**src/rtl/qtb_defs.vh**
```
`ifndef QTB_DEFS_VH
`define QTB_DEFS_VH

// ==========================================================================
// Instruction register
`define QTB_IR_W        4
`define QTB_IR_EXTEST   4'h0
`define QTB_IR_SAMPLE   4'h1
`define QTB_IR_HIGHZ    4'h2
`define QTB_IR_BYPASS   4'hf
`define QTB_IR_CAPTURE  4'h1

// ==========================================================================
// Boundary register: pins per subsystem, subsystem count
`define QTB_PINS        4
`define QTB_SUBS        4

// ==========================================================================
// Controller states
`define QTB_ST_W        4
`define QTB_TLR         4'h0
`define QTB_RTI         4'h1
`define QTB_SEL_DR      4'h2
`define QTB_CAP_DR      4'h3
`define QTB_SHF_DR      4'h4
`define QTB_EX1_DR      4'h5
`define QTB_PAU_DR      4'h6
`define QTB_EX2_DR      4'h7
`define QTB_UPD_DR      4'h8
`define QTB_SEL_IR      4'h9
`define QTB_CAP_IR      4'ha
`define QTB_SHF_IR      4'hb
`define QTB_EX1_IR      4'hc
`define QTB_PAU_IR      4'hd
`define QTB_EX2_IR      4'he
`define QTB_UPD_IR      4'hf

`endif

```
**src/rtl/qtb_tap.v**
```verilog
`timescale 1ns/1ps
`default_nettype none
`include "qtb_defs.vh"

// ==========================================================================
// One subsystem test controller, stepped by the sampled test clock edges
module qtb_tap
(
  input  wire                  clock,
  input  wire                  rst_n,
  input  wire                  trst_n,
  input  wire                  tck_rise,
  input  wire                  tck_fall,
  input  wire                  tms,
  input  wire                  tdi,
  input  wire                  test_mode,
  input  wire [`QTB_PINS-1:0]  pin_in,
  input  wire [`QTB_PINS-1:0]  core_out,
  input  wire [`QTB_PINS-1:0]  core_oe_n,
  output reg                   tdo,
  output wire [`QTB_PINS-1:0]  pin_out,
  output wire [`QTB_PINS-1:0]  pin_oe_n
);

  localparam BR_W = 2 * `QTB_PINS;

  reg [`QTB_ST_W-1:0] st_q;
  reg [`QTB_ST_W-1:0] st_d;
  reg [`QTB_IR_W-1:0] irs_q;
  reg [`QTB_IR_W-1:0] ir_q;
  reg                 byp_q;
  reg [BR_W-1:0]      brs_q;
  reg [BR_W-1:0]      bru_q;
  wire                extest;
  wire                highz;
  wire                samp;
  wire                use_byp;

  // Decode; any unassigned code falls into bypass
  assign extest  = test_mode && (ir_q == `QTB_IR_EXTEST);
  assign highz   = test_mode && (ir_q == `QTB_IR_HIGHZ);
  assign samp    = (ir_q == `QTB_IR_SAMPLE) || extest;
  assign use_byp = !samp;

  // Sixteen-state controller next state
  always @*
  begin
    case (st_q)
      `QTB_TLR:    st_d = tms ? `QTB_TLR    : `QTB_RTI;
      `QTB_RTI:    st_d = tms ? `QTB_SEL_DR : `QTB_RTI;
      `QTB_SEL_DR: st_d = tms ? `QTB_SEL_IR : `QTB_CAP_DR;
      `QTB_CAP_DR: st_d = tms ? `QTB_EX1_DR : `QTB_SHF_DR;
      `QTB_SHF_DR: st_d = tms ? `QTB_EX1_DR : `QTB_SHF_DR;
      `QTB_EX1_DR: st_d = tms ? `QTB_UPD_DR : `QTB_PAU_DR;
      `QTB_PAU_DR: st_d = tms ? `QTB_EX2_DR : `QTB_PAU_DR;
      `QTB_EX2_DR: st_d = tms ? `QTB_UPD_DR : `QTB_SHF_DR;
      `QTB_UPD_DR: st_d = tms ? `QTB_SEL_DR : `QTB_RTI;
      `QTB_SEL_IR: st_d = tms ? `QTB_TLR    : `QTB_CAP_IR;
      `QTB_CAP_IR: st_d = tms ? `QTB_EX1_IR : `QTB_SHF_IR;
      `QTB_SHF_IR: st_d = tms ? `QTB_EX1_IR : `QTB_SHF_IR;
      `QTB_EX1_IR: st_d = tms ? `QTB_UPD_IR : `QTB_PAU_IR;
      `QTB_PAU_IR: st_d = tms ? `QTB_EX2_IR : `QTB_PAU_IR;
      `QTB_EX2_IR: st_d = tms ? `QTB_UPD_IR : `QTB_SHF_IR;
      `QTB_UPD_IR: st_d = tms ? `QTB_SEL_DR : `QTB_RTI;
      default:     st_d = `QTB_TLR;
    endcase
  end

  // State, shift, capture and update on test clock rising edge
  always @(posedge clock or negedge rst_n)
  begin
    if (!rst_n)
    begin
      st_q  <= `QTB_TLR;
      irs_q <= {`QTB_IR_W{1'b0}};
      ir_q  <= `QTB_IR_BYPASS;
      byp_q <= 1'b0;
      brs_q <= {BR_W{1'b0}};
      bru_q <= {BR_W{1'b0}};
    end
    else if (!trst_n)
    begin
      st_q <= `QTB_TLR;
      ir_q <= `QTB_IR_BYPASS;
    end
    else if (tck_rise)
    begin
      st_q <= st_d;
      if (st_q == `QTB_TLR)
        ir_q <= `QTB_IR_BYPASS;
      if (st_q == `QTB_CAP_IR)
        irs_q <= `QTB_IR_CAPTURE;
      if (st_q == `QTB_SHF_IR)
        irs_q <= {tdi, irs_q[`QTB_IR_W-1:1]};
      if (st_q == `QTB_UPD_IR)
        ir_q <= irs_q;
      if (st_q == `QTB_CAP_DR)
      begin
        byp_q <= 1'b0;
        if (samp)
          brs_q <= {pin_in, core_out};
      end
      if (st_q == `QTB_SHF_DR)
      begin
        byp_q <= tdi;
        if (samp)
          brs_q <= {tdi, brs_q[BR_W-1:1]};
      end
      if (st_q == `QTB_UPD_DR && samp)
        bru_q <= brs_q;
    end
  end

  // Serial output changes on falling edge
  always @(posedge clock or negedge rst_n)
  begin
    if (!rst_n)
      tdo <= 1'b0;
    else if (tck_fall)
    begin
      if (st_q == `QTB_SHF_IR)
        tdo <= irs_q[0];
      else if (use_byp)
        tdo <= byp_q;
      else
        tdo <= brs_q[0];
    end
  end

  // Pin drive: update stage under EXTEST, tristate under HIGHZ
  assign pin_out  = extest ? bru_q[`QTB_PINS-1:0] : core_out;
  assign pin_oe_n = highz ? {`QTB_PINS{1'b1}} :
                    extest ? ~bru_q[BR_W-1:`QTB_PINS] : core_oe_n;

endmodule

`default_nettype wire

```
**src/rtl/qtb_chain.v**
```verilog
`timescale 1ns/1ps
`default_nettype none
`include "qtb_defs.vh"

// What this block does
// - Chain order TDI, A, B, C, D, TDO
// - SAMPLE captures and preloads, pins stay functional
// - EXTEST drives pins from update stage
// - BYPASS inserts one bit, pins functional
// - All bypass gives four-bit path
// - HIGHZ selects bypass, tristates all pin outputs
// - No optional instructions beyond those four
// - Shared mode, clock, reset to four controllers
// - Both straps high at reset release enable test
module qtb_chain
(
  input  wire                            clock,
  input  wire                            rst_n,
  input  wire                            tck,
  input  wire                            tms,
  input  wire                            tdi,
  input  wire                            trst_n,
  input  wire                            emulation_strap_zero,
  input  wire                            emulation_strap_one,
  output wire                            tdo,
  output wire                            tdo_oe_n,
  output wire                            test_mode,
  input  wire [`QTB_SUBS*`QTB_PINS-1:0]  pin_in,
  input  wire [`QTB_SUBS*`QTB_PINS-1:0]  core_out,
  input  wire [`QTB_SUBS*`QTB_PINS-1:0]  core_oe_n,
  output wire [`QTB_SUBS*`QTB_PINS-1:0]  pin_out,
  output wire [`QTB_SUBS*`QTB_PINS-1:0]  pin_oe_n
);

  // ========================================================================
  // Pin synchronisers
  reg [4:0] s1_q;
  reg [4:0] s2_q;
  reg       tck_old_q;
  reg       trst_old_q;
  reg       mode_q;
  reg [`QTB_SUBS*`QTB_PINS-1:0] pin_s1_q;
  reg [`QTB_SUBS*`QTB_PINS-1:0] pin_s2_q;
  wire      tck_s;
  wire      tms_s;
  wire      tdi_s;
  wire      trst_s;
  wire      strap_s;
  wire      tck_rise;
  wire      tck_fall;
  wire [`QTB_SUBS:0] link;

  // Two stages on every pin from the tester
  always @(posedge clock or negedge rst_n)
  begin
    if (!rst_n)
    begin
      s1_q <= 5'h00;
      s2_q <= 5'h00;
    end
    else
    begin
      s1_q <= {tck, tms, tdi, trst_n,
               emulation_strap_zero & emulation_strap_one};
      s2_q <= s1_q;
    end
  end

  // Two stages on the pin levels before any boundary cell captures them
  always @(posedge clock or negedge rst_n)
  begin
    if (!rst_n)
    begin
      pin_s1_q <= {(`QTB_SUBS*`QTB_PINS){1'b0}};
      pin_s2_q <= {(`QTB_SUBS*`QTB_PINS){1'b0}};
    end
    else
    begin
      pin_s1_q <= pin_in;
      pin_s2_q <= pin_s1_q;
    end
  end

  assign tck_s   = s2_q[4];
  assign tms_s   = s2_q[3];
  assign tdi_s   = s2_q[2];
  assign trst_s  = s2_q[1];
  assign strap_s = s2_q[0];

  // Edge finders on the synchronised test clock and reset
  always @(posedge clock or negedge rst_n)
  begin
    if (!rst_n)
    begin
      tck_old_q  <= 1'b0;
      trst_old_q <= 1'b0;
    end
    else
    begin
      tck_old_q  <= tck_s;
      trst_old_q <= trst_s;
    end
  end

  assign tck_rise = tck_s & ~tck_old_q;
  assign tck_fall = ~tck_s & tck_old_q;

  // ========================================================================
  // Test mode latched at the rising edge of test reset
  always @(posedge clock or negedge rst_n)
  begin
    if (!rst_n)
      mode_q <= 1'b0;
    else if (trst_s & ~trst_old_q)
      mode_q <= strap_s;
  end

  assign test_mode = mode_q;

  // ========================================================================
  // Four controllers, A nearest input, D nearest output
  assign link[0] = tdi_s;

  genvar g;
  generate
    for (g = 0; g < `QTB_SUBS; g = g + 1)
    begin : g_sub
      qtb_tap u_tap
      (
        .clock     (clock),
        .rst_n     (rst_n),
        .trst_n    (trst_s),
        .tck_rise  (tck_rise),
        .tck_fall  (tck_fall),
        .tms       (tms_s),
        .tdi       (link[g]),
        .test_mode (mode_q),
        .pin_in    (pin_s2_q[g*`QTB_PINS +: `QTB_PINS]),
        .core_out  (core_out[g*`QTB_PINS +: `QTB_PINS]),
        .core_oe_n (core_oe_n[g*`QTB_PINS +: `QTB_PINS]),
        .tdo       (link[g+1]),
        .pin_out   (pin_out[g*`QTB_PINS +: `QTB_PINS]),
        .pin_oe_n  (pin_oe_n[g*`QTB_PINS +: `QTB_PINS])
      );
    end
  endgenerate

  assign tdo      = link[`QTB_SUBS];
  assign tdo_oe_n = 1'b0;

endmodule

`default_nettype wire

```
**config.mk**
```make
export PLATFORM = sky130hd
export DESIGN_NAME = qtb_chain
export DESIGN_NICKNAME = d
export VERILOG_FILES = /design/src/rtl/qtb_tap.v /design/src/rtl/qtb_chain.v
export VERILOG_INCLUDE_DIRS = /design/src /design/src/rtl
export SDC_FILE = /design/constraint.sdc
export NUM_CORES = 1
export LEC_CHECK = 0
export BUFFER_PORTS_ARGS = -buffer_cell sky130_fd_sc_hd__buf_2
export CORE_MARGIN = 2
export CORE_UTILIZATION = 55
export CTS_CLUSTER_SIZE = 28
export DETAILED_ROUTE_END_ITERATION = 7
export PLACE_DENSITY = 0.76
export SLEW_MARGIN = 20
export SYNTH_ARGS = -nofsm -noshare
export SYNTH_HDL_FRONTEND = slang
export SYNTH_SLANG_ARGS = --single-unit
export TNS_END_PERCENT = 1
```
**constraint.sdc**
```tcl
create_clock -name clock -period 2.65 [get_ports clock]
set_input_delay 0.3975 -clock clock [delete_from_list [all_inputs] [get_ports clock]]
set_output_delay 0.3975 -clock clock [all_outputs]
set_load 0.1 [all_outputs]
```
* After elaboration in Yosys (flattened, before gate mapping) *
Cells that the tools add are included.

word-level totals
  bits in registers = 165
  input port bits = 56
  output and inout port bits = 35

operators by class
  eq/ne operators = 73
  mux-type cells = 92
  bitwise operators = 11
  reduce and logical (&&, ||, !) cells = 61

operators by type and width
  cell                                            number
  two-way mux 4 bit                               48
  one-hot mux 4 bit (12 select lines)             4
  == test 4 bit (second input constant)           32
  two-way mux 8 bit                               16
  == test 4 x 3 -> 1 bit (second input constant)  16
  == test 4 x 2 -> 1 bit (second input constant)  12
  AND reduction 3 bit                             12
  == test 4 x 1 -> 1 bit (second input constant)  8
  logical NOT 4 bit                               8
  two-way mux 1 bit                               19
  inverter 4 bit                                  4
  nonzero test 2 bit                              8
  OR reduction 2 bit                              8
  logical AND 1 bit                               12
  != test 3 x 1 -> 1 bit (second input constant)  4
  OR reduction 3 bit                              4
  AND reduction 2 bit                             5
  two-way mux 2 bit                               3
  two-way mux 3 bit                               2
  bitwise AND 1 bit                               4
  logical OR 1 bit                                4
  inverter 1 bit                                  3
  != test 2 x 1 -> 1 bit (second input constant)  1

* Logic depth before layout (Yosys ltp) *
Gate-level depths: netlist of run 1.

  word-level depth = 7
  gate-level depth with buffers = 6
  mapped depth without buffers = 4

* By module *
From an unflattened synthesis of run 1, not the netlist that was laid out.

unflattened totals
  cells, all modules = 720
  area total of the unflattened synthesis = 7736.2 sq um

modules (own cells, without submodules)
  module     instances  cells each  area an instance (sq um)  seq. area each (sq um)
  qtb_tap    4          167         1637.8                    755.7
  qtb_chain  1          52          1184.9                    1126.1

* Worst setup path before layout of run 1 *
No wires, ideal clock.

  path type = register to output
  from = register mode_q, in the netlist test_mode
  to = output pin_oe_n[0]
  arrival time = 3131 ps
  slack = -879 ps
  stages on the path, launching flop included = 4
  cells stage by stage = dfrtp_1 > nor4b_4 > nor2_1 > a31oi_1

on the way
  word-level cells in the longest chain between the ends = 3
  elaborated cells on any way between the ends = 4
  those cells by class = 2 x mux; 2 x reduce/logical

RTL lines
  element                 RTL line         RTL
  from (decl)             qtb_chain.v:41   reg mode_q;
  from (signal assigned)  qtb_chain.v:115  mode_q <= strap_s;
  logical AND 1 bit       qtb_tap.v:40     assign extest = test_mode && (ir_q == `QTB_IR_EXTEST);
  two-way mux 4 bit       qtb_tap.v:133    extest ? ~bru_q[BR_W-1:`QTB_PINS] : core_oe_n;
  two-way mux 4 bit *     qtb_tap.v:132    assign pin_oe_n = highz ? {`QTB_PINS{1'b1}} :
  to (decl)               qtb_chain.v:32   output wire [`QTB_SUBS*`QTB_PINS-1:0] pin_oe_n

Every way passes the cells marked *; elsewhere a longest branch is shown, timed or not.

* Worst setup path after layout of run 1 *
  from = register mode_q, in the netlist test_mode
  to = output pin_out[15]

on the way
  word-level cells in the longest chain between the ends = 2

RTL lines
  element            RTL line        RTL
  logical AND 1 bit  qtb_tap.v:40
  two-way mux 4 bit  qtb_tap.v:131   assign pin_out = extest ? bru_q[`QTB_PINS-1:0] : core_out;
  to (decl)          qtb_chain.v:31  output wire [`QTB_SUBS*`QTB_PINS-1:0] pin_out,

Every way passes these cells.

==> results of run 1 <==
-- flip-flops by register name, summed over array words and instances (netlist names) --
name               count
g_sub.u_tap.brs_q     32
g_sub.u_tap.bru_q     32
g_sub.u_tap.byp_q      4
g_sub.u_tap.ir_q      16
g_sub.u_tap.irs_q     16
g_sub.u_tap.st_q      16
g_sub.u_tap.tdo        4
pin_s1_q              16
pin_s2_q              16
s1_q                   5
s2_q                   5
tck_old_q              1
test_mode              1
trst_old_q             1
-- power breakdown --
part,leakage (nW),internal (mW),switching (mW)
registers,2.14,2.57,0.0624
logic,1.69,0.158,0.410
clock network,0.309,1.68,1.01
-- worst max-delay path: stages (launching register included) --
cell and delay (ns):
dfrtp_2 0.54, nor4b_4 0.26, and2_1 0.29, mux2_1 0.36
buf_2 0.30
-- layout by cell type, fill, tap and decap left out, drive strengths merged, types with 4 or more instances in the layout --
master / n
a21o: 6
a21oi: 24
nor4b: 5
mux2i: 10
dfrtp: 149
o31ai: 6
o21ai: 49
inv: 21
a211oi: 6
nor2b: 10
nand3: 16
a2111oi: 5
o22a: 4
clkbuf: 22
nand4: 4
nor2: 42
bufinv: 4
o32ai: 6
mux2: 51
a31oi: 21
o22ai: 38
a2bb2oi: 33
buf: 107
nand2b: 8
nand2: 52
dfstp: 16
nor3: 20
and2: 10
-- path summary, 6_finish.rpt --
check                      startpoint                 endpoint  slack (ns)
max                         test_mode              pin_out[15]        0.07
min                         pin_in[2]              pin_s1_q[2]        0.07
max reg2reg                 tck_old_q  g_sub[0].u_tap.irs_q[0]        0.48
min reg2reg                   s1_q[2]                  s2_q[2]        0.35
max in group asynchronous       rst_n   g_sub[0].u_tap.ir_q[3]        1.43
min in group asynchronous       rst_n              pin_s2_q[2]        0.48
-- cell type report --
type | count | area, um^2
fill | 1014 | 4570
sequential | 165 | 4150
multi-input combinational | 470 | 3480
timing repair buffer | 108 | 669
clock buffer | 22 | 484
tap | 180 | 225
clock inverter | 10 | 169
inverter | 20 | 75.1
-- repair_timing --
action / 4_1_cts / 5_1_grt
setup buffers: 0 / 0
hold buffers: 1 / 0
hold endpoints to repair: 47 / 0
-- kinds of logic after synthesis --
| family | synth area share |
|---|---|
| AO/OA/AOI/OAI | 0.198 |
| XOR/XNOR | 0.00113 |
| buffers and inverters | 0.0342 |
| flip-flops | 0.534 |
| multiplexers | 0.0946 |
| other | 0.000483 |
| AND/OR/NAND/NOR | 0.137 |
-- routing by layer --
metal,part of all wire,wire [um]
met4,0.024,399
met1,0.44,7460
met3,0.058,972
met5,0,0
met2,0.48,8070
-- metrics by stage --
step | setup slack, ns | setup TNS [ns]
global placement | 0.572 | 0
global route | 0.0122 | 0
finish | 0.0684 | 0
CTS | 0.0540 | 0
floorplan | -0.0694 | -0.965
detailed placement | 0.518 | 0
==> key figures, run 1 <==
Status
  – Status: finished clean

Logic synthesis
  – Synth area leaders: dfrtp_1 (48%), dfstp_2 (5.4%), a2bb2oi_1 (3.7%)
  – Commonest cells post-synth: dfrtp_1 (149), nand2_1 (49), nor2_1 (41), o21ai_0 (41), o22ai_1 (38)
  – Leading area contributor after synthesis: dfrtp_1
  – Number of synthesized flops with an enable pin: 0
  – Synth unique cells: 66
  – #FFs+latches synth: around 170
  – Synth warnings: 0
  – Share of the yosys chip area belonging to registers: 0.534
  – Most frequent cell after synthesis: dfrtp_1
  – Synthesized area: a little under 8000 um^2
  – Area share of the largest cell type after synthesis: 0.480
  – Gate Count Post-Synth: about 700
  – Synth Net Count: about 760
  – Top FF cell, synth: dfrtp_1
  – Post-synth ARST share: 1.00
  – Mean area per synthesized cell: 11.1 um^2

CTS
  – CTS tree: done
  – H-tree levels: 4
  – Worst skew pair latency: 0.44 ns
  – CTS Buf Count: 17
  – Worst-path clk slew: ~0.060 ns
  – Post-CTS Resized: 0
  – CTS Buffer Depth: 2
  – Clock Sinks: 165
  – Root Driver: clkbuf_16

Finish
  – Fin util: 0.670
  – Final non-filler cell area: 9260 um^2
  – Area growth syn-to-layout: 19.2%
  – # nets final: around 840
  – Ant diodes: 0
  – Share of post-route cells with drive strength above 1: 0.299
  – Final Non-Filler Cells: 975

Pwr
  – LEAKAGE: 4.14 nW
  – Pwr Total: between 5 and 6 mW
  – Power Density: about 640 nW/um^2
  – Maximum VDD drop: around 570 uV

Global routing
  – First-pass GRT wire length: between 20000 and 30000 um
  – Total grt overflow: 0
  – Total Routing Usage GR: 0.240
  – M3 GR Usage: 0.0469
  – Busiest grt layer: met2
  – Number of global-route vias before repair: around 5700
  – M2 GR Usage: 0.368
  – Met1 Usage GRT: 0.330
  – Largest net degree at the start of global routing: 57
  – Initial antenna violation count: 0

Die
  – Core ar.: between 10000 and 15000 um^2
  – Initial Util: 0.561
  – Die area: ~15000 um^2
  – Die height: 123 um
  – IO Pins: 91
  – Die width: between 100 and 150 um
  – Site Rows: 43

Detailed routing
  – Drt wl/cell: approximately 17 um
  – DR vias/cell: a little over 6
  – Pre-antenna DRT Iters: 7
  – Drt initial violations: about 550
  – Total length of routed wires: 16900 um
  – Routed Antenna Nets: 0
  – Via Count: about 5900
  – Final routed DRC violation total: 0

Critical path
  – CP arrival: around 2.2 ns
  – CP Max Fanout: 10
  – R2R depth: 5
  – Endpoint type of the worst setup path: output port
  – Crit Path Class: flip-flop to output port
  – Data required time of the worst path: around 2.3 ns
  – Critical Path Start Type: flip-flop

STA
  – Final Hold Viols: 0
  – Final min period: approximately 2.6 ns
  – Period utilization: 0.974
  – Fmax: 387 MHz
  – Worst rel slew slack: 0.455
  – Final max-slew violation count: 0
  – Clock skew: ~0.008 ns
  – Unrepaired setup endpoints after global routing: false
  – Final setup fails: 0
  – WHS: roughly 0.066 ns
  – Worst Tran Pin Value: about 0.82 ns

Place
  – Port Buffers: just under 90
  – Placed insts: ~940
  – Placement Cell Area: between 8000 and 9000 um^2
  – Post-DP HPWL: ~11000 um
  – Placer Congestion: 0.888

Hold path
  – Min-Delay Path Class: input port to flip-flop
  – Hold Crit Depth: 1

Run
  – Max-Cap Viols: 0
Power figures use the tool's default switching activity.
==> run 2, diff against run 1 <==
CORE_MARGIN = 3   (was 2)
TNS_END_PERCENT = unset   (was 1)
==> key figures, run 2 (synthesis results as in run 1) <==
Status
  – Status: finished clean

Die
  – Die area: 15600 um^2
  – Die width: between 100 and 150 um
  – Core ar.: roughly 14000 um^2
  – IO Pins: between 90 and 100
  – Site Rows: 42
  – Initial Util: 0.575
  – Die height: between 100 and 150 um

Critical path
  – CP arrival: ~2.2 ns
  – Crit Path Class: flip-flop to output port
  – R2R depth: 4
  – Data required time of the worst path: roughly 2.3 ns
  – Critical Path Start Type: flip-flop
  – CP Max Fanout: 10
  – Critical R2R Launch: g_sub[2].u_tap.st_q[1]
  – Critical R2R Capture: g_sub[2].u_tap.brs_q[3]
  – Endpoint type of the worst setup path: output port
  – R2R Setup Slk: 0.49 ns

STA
  – Worst rel slew slack: 0.515
  – Period utilization: 0.965
  – Fmax: 391 MHz
  – Fin worst setup slack: 0.0934 ns
  – Final min period: between 2 and 3 ns
  – Worst Tran Pin Value: around 0.73 ns
  – Clock skew: around 0.0087 ns
  – Final Hold Viols: 0
  – Final max-slew violation count: 0
  – Unrepaired setup endpoints after global routing: false
  – Final setup fails: 0
  – Setup TNS: 0 ns

Detailed routing
  – Routed Antenna Nets: 0
  – Drt wl/cell: 17.9 um
  – Via Count: just under 6000
  – Drt initial violations: just under 600
  – Final routed DRC violation total: 0
  – DR vias/cell: just over 6
  – Pre-antenna DRT Iters: 5
  – Total length of routed wires: 17300 um

CTS
  – CTS Buf Count: 17
  – CTS tree: done
  – Worst-path clk slew: approximately 0.070 ns
  – Worst skew pair latency: roughly 0.43 ns
  – Post-CTS setup buffer count: 0
  – H-tree levels: 4
  – CTS Buffer Depth: 2
  – Root Driver: clkbuf_16
  – Clock Sinks: 165

Hold path
  – Hold EP: pin_s1_q[12]
  – Hold Crit Depth: 1
  – Min-delay src: pin_in[12]
  – Min-Delay Path Class: input port to flip-flop

Place
  – Port Buffers: between 80 and 90
  – Post-DP HPWL: between 10000 and 15000 um
  – Placed insts: 936
  – Post-place setup slack: between 0.5 and 0.6 ns
  – Placer Congestion: 0.885

Pwr
  – LEAKAGE: slightly above 4 nW
  – Power Density: between 600 and 700 nW/um^2
  – Maximum VDD drop: about 480 uV

Global routing
  – Total grt overflow: 0
  – Largest net degree at the start of global routing: 62
  – Total Routing Usage GR: 0.224
  – Number of global-route vias before repair: roughly 6000
  – First-pass GRT wire length: 28800 um
  – Initial antenna violation count: 0

Finish
  – Commonest cells after routing, fill and taps aside: dfrtp_1 (148), buf_2 (84), nand2_1 (49)
  – Final Non-Filler Cells: about 970
  – Ant diodes: 0
  – Largest registers: g_sub.u_tap.brs_q (32), g_sub.u_tap.bru_q (32)
  – Commonest non-fill, non-tap cell in the layout: dfrtp_1
  – # nets final: 836
  – Area growth syn-to-layout: 19.6%
  – Share of post-route cells with drive strength above 1: 0.296

Run
  – Max-Cap Viols: 0
[run 2: cell types whose count changed in the layout (fill, tap and decap cells not counted)]
cell        before  now
bufinv_16        4    6
clkinvlp_4       3    1
dfrtp_2          1    0
clkbuf_1         1    2
clkinv_4         2    3
buf_4           17   14
clkbuf_8         4    2
dfrtp_4          0    1
buf_12           5    6
[run 2: worst max-delay path by stage]
stage,from,to
5_1_grt,test_mode,pin_out[12]
3_3_place_gp,test_mode,pin_out[0]
4_1_cts,test_mode,pin_out[2]
3_5_place_dp,g_sub[2].u_tap.st_q[1],g_sub[2].u_tap.brs_q[3]
2_1_floorplan,test_mode,pin_oe_n[12]
6_report,test_mode,pin_out[2]
[run 2: where the power goes]
part	switching (mW)	internal, mW
combinational	0.407	0.158
sequential	0.0692	2.57
clock	1.00	1.83
[run 2: cell type report]
type                    count  area (um^2)
clock inverters            11          223
flip-flops and latches    165         4150
clock buffers              21          460
multi-input cells         470         3480
inverters                  20         75.1
well taps                 176          220
fillers                   917         4220
repair buffers            106          667
[run 2: metrics by stage]
| step | power (mW) | hold slack (ns) | cell area [um^2] | utilization |
|---|---|---|---|---|
| 2_1_floorplan | 3.06 | 0.102 | 7900 | - |
| 3_3_place_gp | 3.23 | 0.332 | 8590 | 0.636 |
| 3_5_place_dp | 3.25 | 0.336 | 8590 | 0.636 |
| 4_1_cts | 6.06 | 0.0561 | 9280 | 0.687 |
| 5_1_grt | 6.22 | 0.0505 | 9280 | 0.687 |
| 6_report | 6.03 | 0.0679 | 9280 | 0.687 |
[run 2: worst max-delay path, cell delays in order, from the launching register on]
cell and delay, ns:
dfrtp_4 0.53, nor4b_4 0.24, and2_1 0.28, mux2_1 0.37
buf_2 0.30
[run 2: per-layer routing]
metal  part of all wire  wire [um]  global-route usage  up-vias
met4              0.017        296              0.0829        0
li1                   -          -                   -     2773
met5                  0          0                   0        -
met3              0.043        748              0.0446       27
met2               0.50       8690               0.369      166
met1               0.44       7620               0.296     2914
[run 2: timing repair]
action	in CTS	in global routing
resized for setup	0	0
hold endpoints to repair	55	0
hold buffers	1	0
setup endpoints to repair	0	0
